===== src/dpc_pkg.sv =====
// Purpose: Shared constants for the datapath control register bank
// Assumes: 8-bit register behind a 32-bit AXI4-Lite slave
// Notes:   Register index is kept as printed; byte address is four times it
package dpc_pkg;
  // Register geometry
  localparam int          DPC_DATA_W        = 8;
  localparam int          DPC_FC_W          = 7;
  localparam logic [7:0]  DPC_REG_INDEX     = 8'h22;
  localparam int          DPC_WORD_SHIFT    = 2;
  localparam logic [7:0]  DPC_RESET_VALUE   = 8'h00;

  // Field positions
  localparam int          DPC_BIT_LOCK      = 7;
  localparam int          DPC_BIT_PASS      = 6;
  localparam int          DPC_BIT_SENSE     = 5;
  localparam int          DPC_BIT_REGEN     = 4;
  localparam int          DPC_BIT_4CH_OVR   = 3;
  localparam int          DPC_BIT_DEPTH18   = 2;
  localparam int          DPC_BIT_INBAND    = 1;
  localparam int          DPC_BIT_4CH_EN    = 0;

  // AXI4-Lite answers
  localparam logic [1:0]  DPC_RESP_OKAY     = 2'h0;
  localparam logic [1:0]  DPC_RESP_SLVERR   = 2'h2;
  localparam logic [31:0] DPC_RDATA_ZERO    = 32'h0000_0000;
endpackage : dpc_pkg


===== src/dpc_reg_if.sv =====
// Purpose: Carrier between the bus slave and the register bank
// Assumes: One local write per cycle at most
// Notes:   The slave does address decode; the bank only sees a hit
`timescale 1ns/10ps
interface dpc_reg_if;
  logic                               wr_en;
  logic [dpc_pkg::DPC_DATA_W-1:0]     wr_data;
  logic [dpc_pkg::DPC_DATA_W-1:0]     rd_data;

  modport slave (output wr_en, output wr_data, input rd_data);
  modport bank  (input wr_en, input wr_data, output rd_data);
endinterface : dpc_reg_if


===== src/dpc_top.sv =====
// Purpose: Datapath control register of a video link deserializer
// Assumes: Forward-channel loads arrive as one-cycle strobes in sys_clk domain
// Notes:   Decoded controls leave flops one cycle after the register changes
`timescale 1ns/10ps

// Notes on behaviour
// - Lock bit set ignores forward-channel loads
// - Lock clear lets forward channel load bits 6..0
// - Pixel pass forwards data ignoring framing
// - Pixel pass disables protection, blocks packet audio
// - Pixel pass void without remote protection support
// - Sense bit: 1 active low, 0 active high
// - Regen bit 1 keeps packet audio off pins
// - Override 0 forces four-channel audio off
// - Depth bit 1 selects 18-bit, else 24-bit
// - Transport bit 1 in-band, else data island
// - Enable bit turns four-channel audio on
module dpc_top #(
  parameter int ADDR_W = 8
) (
  input  wire logic                           sys_clk,
  input  wire logic                           reset,
  input  wire logic [ADDR_W-1:0]              s_axi_awaddr,
  input  wire logic                           s_axi_awvalid,
  output logic                                s_axi_awready,
  input  wire logic [31:0]                    s_axi_wdata,
  input  wire logic [3:0]                     s_axi_wstrb,
  input  wire logic                           s_axi_wvalid,
  output logic                                s_axi_wready,
  output logic [1:0]                          s_axi_bresp,
  output logic                                s_axi_bvalid,
  input  wire logic                           s_axi_bready,
  input  wire logic [ADDR_W-1:0]              s_axi_araddr,
  input  wire logic                           s_axi_arvalid,
  output logic                                s_axi_arready,
  output logic [31:0]                         s_axi_rdata,
  output logic [1:0]                          s_axi_rresp,
  output logic                                s_axi_rvalid,
  input  wire logic                           s_axi_rready,
  input  wire logic                           fc_load_valid,
  input  wire logic [dpc_pkg::DPC_FC_W-1:0]   fc_load_data,
  input  wire logic                           remote_cp_capable,
  input  wire logic                           video_valid_flag,
  output logic                                lock_local_settings,
  output logic                                frameless_pixel_pass,
  output logic                                video_valid_sense,
  output logic                                audio_relay_regen,
  output logic                                pixel_gate,
  output logic                                cp_disable,
  output logic                                packet_audio_block,
  output logic                                four_channel_en,
  output logic                                color_18bit_mode,
  output logic                                inband_transport
);
  localparam int DW = dpc_pkg::DPC_DATA_W;
  localparam int FW = dpc_pkg::DPC_FC_W;

  dpc_reg_if regs_if ();

  logic [DW-1:0] ctrl_reg;
  logic [DW-1:0] ctrl_next;

  // Bus slave; it owns the handshake and address decode
  dpc_axil_slave #(
    .ADDR_W (ADDR_W)
  ) u_slave (
    .sys_clk (sys_clk),
    .reset   (reset),
    .awaddr  (s_axi_awaddr),
    .awvalid (s_axi_awvalid),
    .awready (s_axi_awready),
    .wdata   (s_axi_wdata),
    .wstrb   (s_axi_wstrb),
    .wvalid  (s_axi_wvalid),
    .wready  (s_axi_wready),
    .bresp   (s_axi_bresp),
    .bvalid  (s_axi_bvalid),
    .bready  (s_axi_bready),
    .araddr  (s_axi_araddr),
    .arvalid (s_axi_arvalid),
    .arready (s_axi_arready),
    .rdata   (s_axi_rdata),
    .rresp   (s_axi_rresp),
    .rvalid  (s_axi_rvalid),
    .rready  (s_axi_rready),
    .regs    (regs_if)
  );

  // Field views of the stored word
  wire lock_bit   = ctrl_reg[dpc_pkg::DPC_BIT_LOCK];
  wire pass_bit   = ctrl_reg[dpc_pkg::DPC_BIT_PASS];
  wire sense_bit  = ctrl_reg[dpc_pkg::DPC_BIT_SENSE];
  wire regen_bit  = ctrl_reg[dpc_pkg::DPC_BIT_REGEN];
  wire ovr4_bit   = ctrl_reg[dpc_pkg::DPC_BIT_4CH_OVR];
  wire depth_bit  = ctrl_reg[dpc_pkg::DPC_BIT_DEPTH18];
  wire inband_bit = ctrl_reg[dpc_pkg::DPC_BIT_INBAND];
  wire en4_bit    = ctrl_reg[dpc_pkg::DPC_BIT_4CH_EN];

  // Update sources; a local write beats a forward load in the same cycle,
  // since software is the later authority and the remote can resend
  wire local_we = regs_if.wr_en;
  wire fc_we    = fc_load_valid & ~lock_bit;

  // Next value of the control word
  always_comb begin
    ctrl_next = ctrl_reg;
    if (local_we) begin
      ctrl_next = regs_if.wr_data;
    end else if (fc_we) begin
      ctrl_next = {lock_bit, fc_load_data};
    end
  end

  assign regs_if.rd_data = ctrl_reg;

  // Stored control word, zero after reset
  always_ff @(posedge sys_clk or posedge reset) begin
    if (reset) begin
      ctrl_reg <= dpc_pkg::DPC_RESET_VALUE;
    end else begin
      ctrl_reg <= ctrl_next;
    end
  end

  // Decoded controls; pass needs a remote that supports protection
  wire pass_eff     = pass_bit & remote_cp_capable;
  wire frame_active = sense_bit ? ~video_valid_flag : video_valid_flag;
  wire gate_next    = pass_eff | frame_active;
  wire audio_next   = pass_eff | regen_bit;
  wire four_next    = ovr4_bit & en4_bit;

  // Registered outputs; costs one cycle of latency but keeps them glitch free
  always_ff @(posedge sys_clk or posedge reset) begin
    if (reset) begin
      lock_local_settings  <= 1'b0;
      frameless_pixel_pass <= 1'b0;
      video_valid_sense    <= 1'b0;
      audio_relay_regen    <= 1'b0;
      pixel_gate           <= 1'b0;
      cp_disable           <= 1'b0;
      packet_audio_block   <= 1'b0;
      four_channel_en      <= 1'b0;
      color_18bit_mode     <= 1'b0;
      inband_transport     <= 1'b0;
    end else begin
      lock_local_settings  <= lock_bit;
      frameless_pixel_pass <= pass_eff;
      video_valid_sense    <= sense_bit;
      audio_relay_regen    <= regen_bit;
      pixel_gate           <= gate_next;
      cp_disable           <= pass_eff;
      packet_audio_block   <= audio_next;
      four_channel_en      <= four_next;
      color_18bit_mode     <= depth_bit;
      inband_transport     <= inband_bit;
    end
  end
endmodule : dpc_top


===== src/dpc_axil_slave.sv =====
// Purpose: AXI4-Lite slave for the single datapath control word
// Assumes: One write and one read outstanding at most
// Notes:   Unmapped addresses answer SLVERR and read as zero
`timescale 1ns/10ps
module dpc_axil_slave #(
  parameter int ADDR_W = 8
) (
  input  wire logic              sys_clk,
  input  wire logic              reset,
  input  wire logic [ADDR_W-1:0] awaddr,
  input  wire logic              awvalid,
  output logic                   awready,
  input  wire logic [31:0]       wdata,
  input  wire logic [3:0]        wstrb,
  input  wire logic              wvalid,
  output logic                   wready,
  output logic [1:0]             bresp,
  output logic                   bvalid,
  input  wire logic              bready,
  input  wire logic [ADDR_W-1:0] araddr,
  input  wire logic              arvalid,
  output logic                   arready,
  output logic [31:0]            rdata,
  output logic [1:0]             rresp,
  output logic                   rvalid,
  input  wire logic              rready,
  dpc_reg_if.slave               regs
);
  logic              aw_held_reg;
  logic              w_held_reg;
  logic [ADDR_W-1:0] aw_addr_reg;
  logic [7:0]        w_data_reg;
  logic              w_strb0_reg;

  // Handshake terms; address and data may arrive in either order
  wire aw_take  = awvalid & awready;
  wire w_take   = wvalid & wready;
  wire ar_take  = arvalid & arready;
  wire do_write = aw_held_reg & w_held_reg & ~bvalid;
  wire wr_hit   = aw_addr_reg[ADDR_W-1:dpc_pkg::DPC_WORD_SHIFT] ==
                  (ADDR_W-dpc_pkg::DPC_WORD_SHIFT)'(dpc_pkg::DPC_REG_INDEX);
  wire rd_hit   = araddr[ADDR_W-1:dpc_pkg::DPC_WORD_SHIFT] ==
                  (ADDR_W-dpc_pkg::DPC_WORD_SHIFT)'(dpc_pkg::DPC_REG_INDEX);

  wire aw_held_next = (aw_held_reg | aw_take) & ~do_write;
  wire w_held_next  = (w_held_reg | w_take) & ~do_write;
  wire bvalid_next  = do_write | (bvalid & ~bready);
  wire rvalid_next  = ar_take | (rvalid & ~rready);

  // Only byte lane 0 carries the register; other lanes are dropped
  assign regs.wr_en   = do_write & wr_hit & w_strb0_reg;
  assign regs.wr_data = w_data_reg;

  // Write path state; readies are precomputed so they leave a flop
  always_ff @(posedge sys_clk or posedge reset) begin
    if (reset) begin
      aw_held_reg <= 1'b0;
      w_held_reg  <= 1'b0;
      awready     <= 1'b1;
      wready      <= 1'b1;
      bvalid      <= 1'b0;
      bresp       <= dpc_pkg::DPC_RESP_OKAY;
    end else begin
      aw_held_reg <= aw_held_next;
      w_held_reg  <= w_held_next;
      awready     <= ~aw_held_next & ~bvalid_next;
      wready      <= ~w_held_next & ~bvalid_next;
      bvalid      <= bvalid_next;
      if (do_write) begin
        bresp <= wr_hit ? dpc_pkg::DPC_RESP_OKAY : dpc_pkg::DPC_RESP_SLVERR;
      end
    end
  end

  // Payload capture at acceptance
  always_ff @(posedge sys_clk or posedge reset) begin
    if (reset) begin
      aw_addr_reg <= '0;
      w_data_reg  <= '0;
      w_strb0_reg <= 1'b0;
    end else begin
      if (aw_take) aw_addr_reg <= awaddr;
      if (w_take) begin
        w_data_reg  <= wdata[7:0];
        w_strb0_reg <= wstrb[0];
      end
    end
  end

  // Read path; data sampled when the address is taken
  always_ff @(posedge sys_clk or posedge reset) begin
    if (reset) begin
      rvalid  <= 1'b0;
      arready <= 1'b1;
      rdata   <= dpc_pkg::DPC_RDATA_ZERO;
      rresp   <= dpc_pkg::DPC_RESP_OKAY;
    end else begin
      rvalid  <= rvalid_next;
      arready <= ~rvalid_next;
      if (ar_take) begin
        rdata <= rd_hit ? {24'h000000, regs.rd_data} : dpc_pkg::DPC_RDATA_ZERO;
        rresp <= rd_hit ? dpc_pkg::DPC_RESP_OKAY : dpc_pkg::DPC_RESP_SLVERR;
      end
    end
  end
endmodule : dpc_axil_slave


===== config.mk =====
export PLATFORM = sky130hd
export DESIGN_NAME = dpc_top
export DESIGN_NICKNAME = d
export VERILOG_FILES = /design/src/dpc_pkg.sv /design/src/dpc_reg_if.sv /design/src/dpc_top.sv /design/src/dpc_axil_slave.sv
export SDC_FILE = /design/constraint.sdc
export NUM_CORES = 1
export LEC_CHECK = 0
export BUFFER_PORTS_ARGS = -buffer_cell sky130_fd_sc_hd__buf_2
export CAP_MARGIN = 10
export CELL_PAD_IN_SITES_DETAIL_PLACEMENT = 1
export CELL_PAD_IN_SITES_GLOBAL_PLACEMENT = 1
export CORE_MARGIN = 8
export CORE_UTILIZATION = 34
export CTS_BUF_LIST = sky130_fd_sc_hd__clkbuf_2
export CTS_CLUSTER_DIAMETER = 50
export DETAILED_ROUTE_END_ITERATION = 10
export MAX_ROUTING_LAYER = met4
export PLACE_DENSITY_LB_ADDON = 0.25
export SETUP_SLACK_MARGIN = 0.15
export SLEW_MARGIN = 20
export SYNTH_ARGS = -nofsm -noshare
export SYNTH_HDL_FRONTEND = slang
export SYNTH_HIERARCHICAL = 1
export SYNTH_SLANG_ARGS = --single-unit
export TNS_END_PERCENT = 50

===== constraint.sdc =====
create_clock -name sys_clk -period 2.65 [get_ports sys_clk]
set_input_delay 0.265 -clock sys_clk [delete_from_list [all_inputs] [get_ports sys_clk]]
set_output_delay 0.265 -clock sys_clk [all_outputs]
set_load 0.005 [all_outputs]

==> results of run 1 <==
==> routing by layer <==
layer	GRT usage	part of all wire	vias to the layer above
met1	0.132	0.43	684
met4	0.0423	0.016	0
met2	0.170	0.49	51
li1	-	-	705
met3	0.0195	0.067	6
met5	-	0	-
==> metrics by stage <==
stage                     area (um^2)   util  setup WS (ns)  std cells
final                            2580  0.412          0.440        335
after global routing             2580  0.412          0.242        335
after global placement           2460  0.392          0.462        319
after detailed placement         2460  0.392          0.470        319
after floorplan                  2260      -          0.702        207
after CTS                        2550  0.407          0.417        332
==> power groups by stage <==
stage	clock network (mW)	registers, mW	logic [mW]
after global routing	0.353	1.16	0.528
after floorplan	0	1.11	0.334
after detailed placement	0	1.15	0.467
after CTS	0.323	1.13	0.474
final	0.307	1.12	0.464
after global placement	0	1.14	0.452
==> worst max-delay path: cells and delay by family, from the launching register on <==
kind            cells  cell delay, ns
compound gates      1            0.10
flops               1            0.44
simple gates        4            1.57
==> final timing paths <==
check,from,to,slack (ns)
setup / recovery,u_slave/aw_addr_reg[4]$_DFFE_PP0P_,ctrl_reg[5]$_DFFE_PP0P_,0.44
hold / removal,s_axi_wstrb[0],u_slave/w_strb0_reg$_DFFE_PP0P_,0.04
setup reg to reg,u_slave/aw_addr_reg[4]$_DFFE_PP0P_,ctrl_reg[5]$_DFFE_PP0P_,0.44
hold reg to reg,ctrl_reg[1]$_DFFE_PP0P_,inband_transport$_DFF_PP0_,0.44
max in group asynchronous,reset,ctrl_reg[7]$_DFFE_PP0P_,1.80
min in group asynchronous,reset,audio_relay_regen$_DFF_PP0_,0.44
==> cell usage in the layout (no fill, tap or decap), types with 2 or more instances in the layout <==
cell	instances
nor2b_1	2
dfstp_2	3
a21oi_1	2
buf_4	3
conb_1	26
clkinvlp_4	2
nor2_1	4
o311ai_1	5
dfrtp_1	46
nand4bb_1	7
buf_2	62
dlygate4sd3_1	8
mux2_1	13
o21ai_1	9
clkbuf_2	6
inv_1	13
mux2_2	3
nand2_1	30
==> cell families after synthesis <==
| group | after synthesis | share of synthesized area |
|---|---|---|
| buffers and inverters | 43 | 0.130 |
| xor gates and xnor gates | 1 | 0.00404 |
| other | 1 | 0.00173 |
| muxes | 18 | 0.0946 |
| AOI/OAI and AO/OA | 19 | 0.0687 |
| and+or+nand+nor | 51 | 0.134 |
| DFF | 49 | 0.567 |
==> final cells by class <==
type / instances / area (um^2) / share of cell area
sequential: 49 / 1230 / 0.476
multi-input combinational: 115 / 751 / 0.291
timing repair buffer: 73 / 413 / 0.160
tap: 77 / 96.3 / 0.0373
inverter: 13 / 48.8 / 0.0189
clock buffer: 6 / 30.0 / 0.0116
clock inverter: 2 / 15.0 / 0.00581
==> results.py, run 1 <==
metrics = {
    "placement": {
        "gp_congestion": 0.721,
        "numPortBuffers": 62,
        "dp.final_hpwl_um": 3720,
    },
    "clocking": {
        "cts_hold_buf": 5,
        "clock_sinks": 49,
        "cts_root_buf": "clkbuf_2",
        "post_cts_buffers": 0,
        "cts_resized": 0,
        "ctsLongestPathBuffers": 2,
        "htreeDepth": 2,
        "cts_tree": "done",
        "cts_buffers": 5,
        "clkLatencyLatePin_ns": 0.42,
        "clk_pin_slew_ns": 0.25,
    },
    "critical_path": {
        "crit_path_cell_trace": "or4b_1, nor3b_2, and3_1, nand4bb_1, o311ai_4",
        "critPathCaptureType": "flop",
        "startpoint_type": "flop",
        "worstSetupPathType": "reg -> reg",
        "crit_path_max_incr_delay_ns": 0.57,
        "path_max_fanout": 19,
        "crit_required_ns": 2.96,
        "cp_slowest_cell": "and3_1",
        "reg2reg_depth": 5,
        "worst_ep_arrival_time_ns": 2.52,
    },
    "detailed_routing": {
        "vias_per_cell": 4.32,
        "detail_route.wl_per_cell_um": 13.9,
        "vias": 1446,
        "wl_um": 4660,
        "drc_errors": 0,
        "ant_nets": 0,
        "drt_iter0_drc": 18,
        "first_pass_iters": 3,
    },
    "sta": {
        "fin_tns_setup_ns": 0,
        "max_freq_ghz": 0.452,
        "setup_viol": 0,
        "holdWs_ns": 0.0384,
        "min_period_ns": 2.21,
        "finalCritPeriodShare": 0.834,
        "slew_headroom": 0.588,
        "finClkSkew_ns": 0.0190,
        "hold_violations": 0,
        "worst_pin_slew_ns": 0.617,
        "rsz0062_at_grt": "false",
        "slew_viol_final": 0,
    },
    "synthesis": {
        "ys.flop_type": "dfrtp_1",
        "synth_cells": 182,
        "ys_top_cells_by_count": "46 x dfrtp_1, 30 x nand2_1, 27 x buf_4, 13 x inv_1, 13 x mux2_1",
        "yosysUniqueCellTypes": 31,
        "yosysWarnings": 6,
        "yosysTopAreaCell": "dfrtp_1",
        "synth_area_mm2": 0.00217,
        "synth_top_area_frac": 0.531,
        "yosysMostFrequentCell": "dfrtp_1",
        "ys_ff_latch": 49,
        "synth-edff-count": 0,
        "seq_area_frac_synth": 0.567,
        "async_reset_ff_frac": 1.00,
        "syn_avg_cell_area_um2": 11.9,
        "synth_area_leaders": "dfrtp_1 53%, buf_4 9.3%, mux2_1 6.8%",
    },
    "floorplanning": {
        "die_w_um": 95.9,
        "core_area_mm2": 0.00628,
        "die-area_mm2": 0.00919,
        "num_rows": 29,
        "initial_core_util": 0.345,
        "fp.dieH_um": 95.9,
        "num_io_pins": 120,
    },
    "global_routing": {
        "grt_max_degree": 33,
        "grt_pass1_wl_um": 7500,
        "overflow": 0,
        "first_global_vias": 1553,
        "grt.total_usage": 0.107,
        "antenna_found_initial": 0,
    },
    "final_layout": {
        "antenna-diode-count": 0,
        "fill_cells": 751,
        "nets": 326,
        "post_route_cells_drive_above_1_share": 0.326,
        "area_growth_pct": 19.2,
    },
    "power_and_ir_drop": {
        "power_density_mw_per_mm2": 733,
        "p_int_mw": 1.31,
        "power.total_mw": 1.90,
        "p_switching_uw": 589,
        "power.leakage_nw": 1.28,
        "vdd_drop_max_uv": 374,
        "seqPwrFrac": 0.593,
        "power_frac_comb": 0.245,
        "clkPwrFrac": 0.162,
        "p_sw_frac": 0.311,
    },
    "run": {
        "cap_violations": 0,
    },
    "worst_hold_path": {
        "hold_path_class": "in -> reg",
        "whs_path_depth": 2,
    },
    "status": {
        "status": "finished, final reports clean",
    },
}
(Power assumes the default switching activity.)
==> run 2, diff against run 1 <==
==> constraint.sdc (replaced) <==
create_clock -name sys_clk -period 2.05 [get_ports sys_clk]
set_input_delay 0.205 -clock sys_clk [delete_from_list [all_inputs] [get_ports sys_clk]]
set_output_delay 0.205 -clock sys_clk [all_outputs]
set_load 0.005 [all_outputs]
==> results.py, run 2 (same netlist as run 1, synthesis figures left out) <==
metrics = {
    "status": {
        "status": "finished, final reports clean",
    },
    "power_and_ir_drop": {
        "vdd_drop_max_uv": 401,
        "p_int_mw": 1.86,
        "power_density_mw_per_mm2": 961,
        "p_sw_frac": 0.302,
        "p_switching_uw": 805,
        "power_frac_comb": 0.253,
        "power.leakage_nw": 1.36,
        "seqPwrFrac": 0.551,
        "clkPwrFrac": 0.196,
        "power.total_mw": 2.66,
    },
    "clocking": {
        "cts_buffers": 5,
        "cts_tree": "done",
        "clkLatencyLatePin_ns": 0.42,
        "clock_sinks": 49,
        "htreeDepth": 2,
        "clk_pin_slew_ns": 0.25,
        "ctsLongestPathBuffers": 2,
        "post_cts_buffers": 0,
        "cts_root_buf": "clkbuf_2",
    },
    "final_layout": {
        "fill_cells": 729,
        "antenna-diode-count": 0,
        "post_route_cells_drive_above_1_share": 0.319,
        "layout_common_cells": "62 x buf_2, 46 x dfrtp_1, 30 x nand2_1, 26 x conb_1, 22 x dlygate4sd3_1",
        "utilization": 0.442,
        "nets": 341,
        "finalNonFillerCells": 350,
        "area_growth_pct": 27.9,
        "seqCellArea_mm2": 0.00123,
        "multiInputGateArea_um2": 785,
        "design_area_mm2": 0.00277,
        "mostFrequentLayoutCell": "buf_2",
    },
    "global_routing": {
        "first_global_vias": 1752,
        "antenna_found_initial": 0,
        "grt.total_usage": 0.124,
        "grt_pass1_wl_um": 8580,
        "grt_max_degree": 33,
        "overflow": 0,
    },
    "critical_path": {
        "startpoint_type": "flop",
        "cpLargestDelayFamily": "simple AND/OR/NAND/NOR gates",
        "cp_slowest_cell": "or4b_4",
        "crit_required_ns": 2.38,
        "crit_path_max_incr_delay_ns": 0.53,
        "worstSetupPathType": "reg -> reg",
        "path_buf_inv": 0,
        "timing.rr.start": "u_slave/aw_addr_reg[5]$_DFFE_PP0P_",
        "crit_start": "u_slave/aw_addr_reg[5]$_DFFE_PP0P_",
        "path_max_fanout": 6,
        "crit_path_cell_trace": "or4b_4, nor3b_4, and3_4, mux2_4",
        "worst_ep_arrival_time_ns": 2.24,
        "critPathCaptureType": "flop",
    },
    "detailed_routing": {
        "drc_errors": 0,
        "vias": 1535,
        "drt_iter0_drc": 45,
        "first_pass_iters": 2,
        "vias_per_cell": 4.39,
        "ant_nets": 0,
        "wl_um": 5270,
        "detail_route.wl_per_cell_um": 15.0,
    },
    "sta": {
        "worst_pin_slew_ns": 0.689,
        "slew_viol_final": 0,
        "rsz0062_at_grt": "true",
        "setup_viol": 0,
        "holdWs_ns": 0.0429,
        "max_freq_ghz": 0.525,
        "hold_violations": 0,
        "fin_ws_ns": 0.147,
        "slew_headroom": 0.540,
        "finClkSkew_ns": 0.0292,
        "finalCritPeriodShare": 0.928,
        "min_period_ns": 1.90,
        "fin_tns_setup_ns": 0,
    },
    "worst_hold_path": {
        "hold_path_class": "in -> reg",
        "min_from": "s_axi_bready",
    },
    "run": {
        "cap_violations": 0,
    },
    "placement": {
        "place_ws_ns": 0.0934,
        "dpl.cell_count": 318,
        "numPortBuffers": 62,
        "gp_congestion": 0.730,
        "placed_cell_area_mm2": 0.00246,
        "dp.final_hpwl_um": 3720,
    },
    "floorplanning": {
        "num_rows": 29,
        "fp.dieH_um": 95.9,
        "die_w_um": 95.9,
        "num_io_pins": 120,
        "initial_core_util": 0.345,
        "core_area_mm2": 0.00628,
        "die-area_mm2": 0.00919,
    },
}
## run 2: final timing paths
| check | end | slack, ns | cells after the start |
|---|---|---|---|
| setup / recovery | ctrl_reg[7]$_DFFE_PP0P_ | 0.15 | 4 |
| hold / removal | u_slave/wready$_DFF_PP1_ | 0.04 | 3 |
| setup reg to reg | ctrl_reg[7]$_DFFE_PP0P_ | 0.15 | 4 |
| hold reg to reg | inband_transport$_DFF_PP0_ | 0.44 | 0 |
| max in group asynchronous | four_channel_en$_DFF_PP0_ | 1.19 | 3 |
| min in group asynchronous | u_slave/rdata[5]$_DFFE_PP0P_ | 0.38 | 4 |
## run 2: power groups by stage
| stage | clock network [mW] | logic (mW) | registers, mW |
|---|---|---|---|
| 2_1_floorplan | 0 | 0.432 | 1.44 |
| 3_3_place_gp | 0 | 0.599 | 1.47 |
| 3_5_place_dp | 0 | 0.624 | 1.48 |
| 4_1_cts | 0.542 | 0.687 | 1.47 |
| 5_1_grt | 0.567 | 0.762 | 1.52 |
| 6_report | 0.521 | 0.674 | 1.47 |
## run 2: worst register-to-register path, stage by stage, from the launching register on
cell and delay [ns]:
dfrtp_1 0.44, or4b_4 0.53, nor3b_4 0.28, and3_4 0.28
mux2_4 0.30
## run 2: metal layers
layer | wire length (um) | global-route usage | vias to the layer above
li1 | - | - | 741
met1 | 2170 | 0.148 | 737
met2 | 2660 | 0.206 | 51
met3 | 370 | 0.0250 | 6
met4 | 62 | 0.0346 | 0
met5 | 0 | - | -
## run 2: final cells by class
cell class              count  share of cell area
clock buffers               6              0.0108
multi-input cells         117               0.283
flip-flops and latches     49               0.443
clock inverters             2              0.0140
inverters                  13              0.0176
repair buffers             86               0.197
well taps                  77              0.0347
## run 2: timing repair
item	in CTS	in global routing
pin swaps	2	1
endpoints found under the hold margin	68	0
endpoints found under the setup margin	8	8
hold buffers	22	0
resized for setup	3	0
gates cloned	2	0
==> run 3, diff against run 2 <==
--- a/config.mk
+++ b/config.mk
@@ -6,7 +6,7 @@
 export NUM_CORES = 1
 export LEC_CHECK = 0
 export BUFFER_PORTS_ARGS = -buffer_cell sky130_fd_sc_hd__buf_2
-export CAP_MARGIN = 10
+export CAP_MARGIN = 20
 export CELL_PAD_IN_SITES_DETAIL_PLACEMENT = 1
 export CELL_PAD_IN_SITES_GLOBAL_PLACEMENT = 1
 export CORE_MARGIN = 8
==> constraint.sdc (replaced) <==
create_clock -name sys_clk -period 2.1 [get_ports sys_clk]
set_input_delay 0.21 -clock sys_clk [delete_from_list [all_inputs] [get_ports sys_clk]]
set_output_delay 0.21 -clock sys_clk [all_outputs]
set_load 0.005 [all_outputs]
==> results.py, run 3 (same netlist as run 1, synthesis figures left out) <==
metrics = {
    "detailed_routing": {
        "detail_route.wl_per_cell_um": 14.9,
        "vias": 1540,
        "vias_per_cell": 4.39,
        "wl_um": 5220,
        "ant_nets": 0,
        "first_pass_iters": 2,
        "drt_iter0_drc": 39,
        "drc_errors": 0,
    },
    "final_layout": {
        "fill_cells": 714,
        "finalNonFillerCells": 351,
        "area_growth_pct": 32.1,
        "nets": 342,
        "mostFrequentLayoutCell": "buf_2",
        "layout_common_cells": "62 x buf_2, 46 x dfrtp_1, 30 x nand2_1, 26 x conb_1, 21 x dlygate4sd3_1",
        "antenna-diode-count": 0,
        "post_route_cells_drive_above_1_share": 0.328,
    },
    "clocking": {
        "cts_buffers": 5,
        "clock_sinks": 49,
        "cts_tree": "done",
        "clk_pin_slew_ns": 0.26,
        "ctsLongestPathBuffers": 2,
        "cts_root_buf": "clkbuf_2",
        "clkLatencyLatePin_ns": 0.43,
        "htreeDepth": 2,
    },
    "sta": {
        "rsz0062_at_grt": "true",
        "min_period_ns": 1.96,
        "finalCritPeriodShare": 0.932,
        "worst_pin_slew_ns": 0.627,
        "slew_viol_final": 0,
        "finClkSkew_ns": 0.0116,
        "fin_tns_setup_ns": 0,
        "hold_violations": 0,
        "setup_viol": 0,
        "slew_headroom": 0.582,
        "max_freq_ghz": 0.511,
    },
    "placement": {
        "gp_congestion": 0.747,
        "dp.final_hpwl_um": 3830,
        "dpl.cell_count": 319,
        "numPortBuffers": 62,
    },
    "global_routing": {
        "grt.total_usage": 0.119,
        "antenna_found_initial": 0,
        "grt_pass1_wl_um": 8400,
        "overflow": 0,
        "first_global_vias": 1760,
        "grt_max_degree": 33,
    },
    "critical_path": {
        "reg2reg_depth": 5,
        "critPathCaptureType": "flop",
        "worst_ep_arrival_time_ns": 2.30,
        "cpLargestDelayFamily": "simple AND/OR/NAND/NOR gates",
        "worstSetupPathType": "reg -> reg",
        "r2r-end": "ctrl_reg[7]$_DFFE_PP0P_",
        "path_max_fanout": 6,
        "timing.rr.start": "u_slave/aw_addr_reg[6]$_DFFE_PP0P_",
        "path_buf_inv": 1,
        "crit_path_max_incr_delay_ns": 0.55,
        "crit_required_ns": 2.44,
        "cp_slowest_cell": "or4b_4",
        "reg2reg_slack_ns": 0.14,
        "startpoint_type": "flop",
        "crit_path_cell_trace": "or4b_4, nor3b_4, and3_4, buf_12, mux2_4",
    },
    "power_and_ir_drop": {
        "vdd_drop_max_uv": 407,
        "power.leakage_nw": 1.40,
        "power_density_mw_per_mm2": 952,
    },
    "floorplanning": {
        "num_rows": 29,
        "initial_core_util": 0.345,
        "num_io_pins": 120,
        "die-area_mm2": 0.00919,
        "core_area_mm2": 0.00628,
        "fp.dieH_um": 95.9,
        "die_w_um": 95.9,
    },
    "worst_hold_path": {
        "min_from": "fc_load_data[0]",
        "hold_path_end": "ctrl_reg[0]$_DFFE_PP0P_",
        "whs_path_depth": 3,
        "hold_path_class": "in -> reg",
    },
    "run": {
        "cap_violations": 0,
    },
    "status": {
        "status": "finished, final reports clean",
    },
}
-- run 3: worst min-delay path: stages --
cell and delay (ns):
buf_2 0.07, nand4bb_1 0.08, o311ai_1 0.08
-- run 3: worst max-delay path by stage --
| stage | from | endpoint | slack, ns | cells after the start |
|---|---|---|---|---|
| 2_1_floorplan | u_slave/aw_addr_reg[4]$_DFFE_PP0P_ | ctrl_reg[7]$_DFFE_PP0P_ | 0.15 | 6 |
| 3_3_place_gp | u_slave/aw_addr_reg[4]$_DFFE_PP0P_ | ctrl_reg[7]$_DFFE_PP0P_ | 0.17 | 5 |
| 5_1_grt | u_slave/aw_addr_reg[6]$_DFFE_PP0P_ | ctrl_reg[2]$_DFFE_PP0P_ | 0.10 | 6 |
| 3_5_place_dp | u_slave/aw_addr_reg[4]$_DFFE_PP0P_ | ctrl_reg[7]$_DFFE_PP0P_ | 0.16 | 5 |
| 6_report | u_slave/aw_addr_reg[6]$_DFFE_PP0P_ | ctrl_reg[7]$_DFFE_PP0P_ | 0.14 | 5 |
| 4_1_cts | u_slave/aw_addr_reg[4]$_DFFE_PP0P_ | ctrl_reg[7]$_DFFE_PP0P_ | 0.17 | 5 |
-- run 3: what timing repair did --
action | in CTS | in global routing
gates cloned | 0 | 2
endpoints found under the setup margin | 2 | 8
gates resized for setup | 1 | 3
hold buffers | 21 | 0
pin swaps | 1 | 3
endpoints found under the hold margin | 67 | 0
buffers inserted | 0 | 1
-- run 3: per-layer routing --
| metal | global-route usage | vias to the layer above | wire, um |
|---|---|---|---|
| li1 | - | 734 | - |
| met1 | 0.134 | 750 | 2030 |
| met2 | 0.209 | 51 | 2790 |
| met3 | 0.0187 | 5 | 332 |
| met4 | 0.0384 | 0 | 61 |
| met5 | - | - | 0 |
-- run 3: power by group --
part	switching (mW)	internal [mW]	leakage, nW
clock	0.311	0.325	0.0536
combinational	0.288	0.369	0.746
sequential	0.186	1.25	0.597
-- run 3: layout make-up --
class / instances / area, um^2 / area share
Timing Repair Buffer: 89 / 613 / 0.214
Clock buffer: 5 / 25.0 / 0.00874
Multi-Input combinational cell: 115 / 782 / 0.273
Inverter: 13 / 48.8 / 0.0170
Tap cell: 77 / 96.3 / 0.0336
Clock inverter: 3 / 68.8 / 0.0240
Sequential cell: 49 / 1230 / 0.429
-- run 3: through the flow --
| step | hold WS, ns | power [mW] | setup slack, ns | utilization | cell area (um^2) |
|---|---|---|---|---|---|
| finish | 0.0332 | 2.73 | 0.143 | 0.456 | 2860 |
| global route | 0.000432 | 2.92 | 0.104 | 0.456 | 2860 |
| CTS | 0.0130 | 2.73 | 0.166 | 0.443 | 2780 |
| detailed placement | 0.335 | 2.05 | 0.158 | 0.394 | 2470 |
| global placement | 0.337 | 2.02 | 0.165 | 0.394 | 2470 |
| floorplan | 0.136 | 1.83 | 0.152 | - | 2260 |
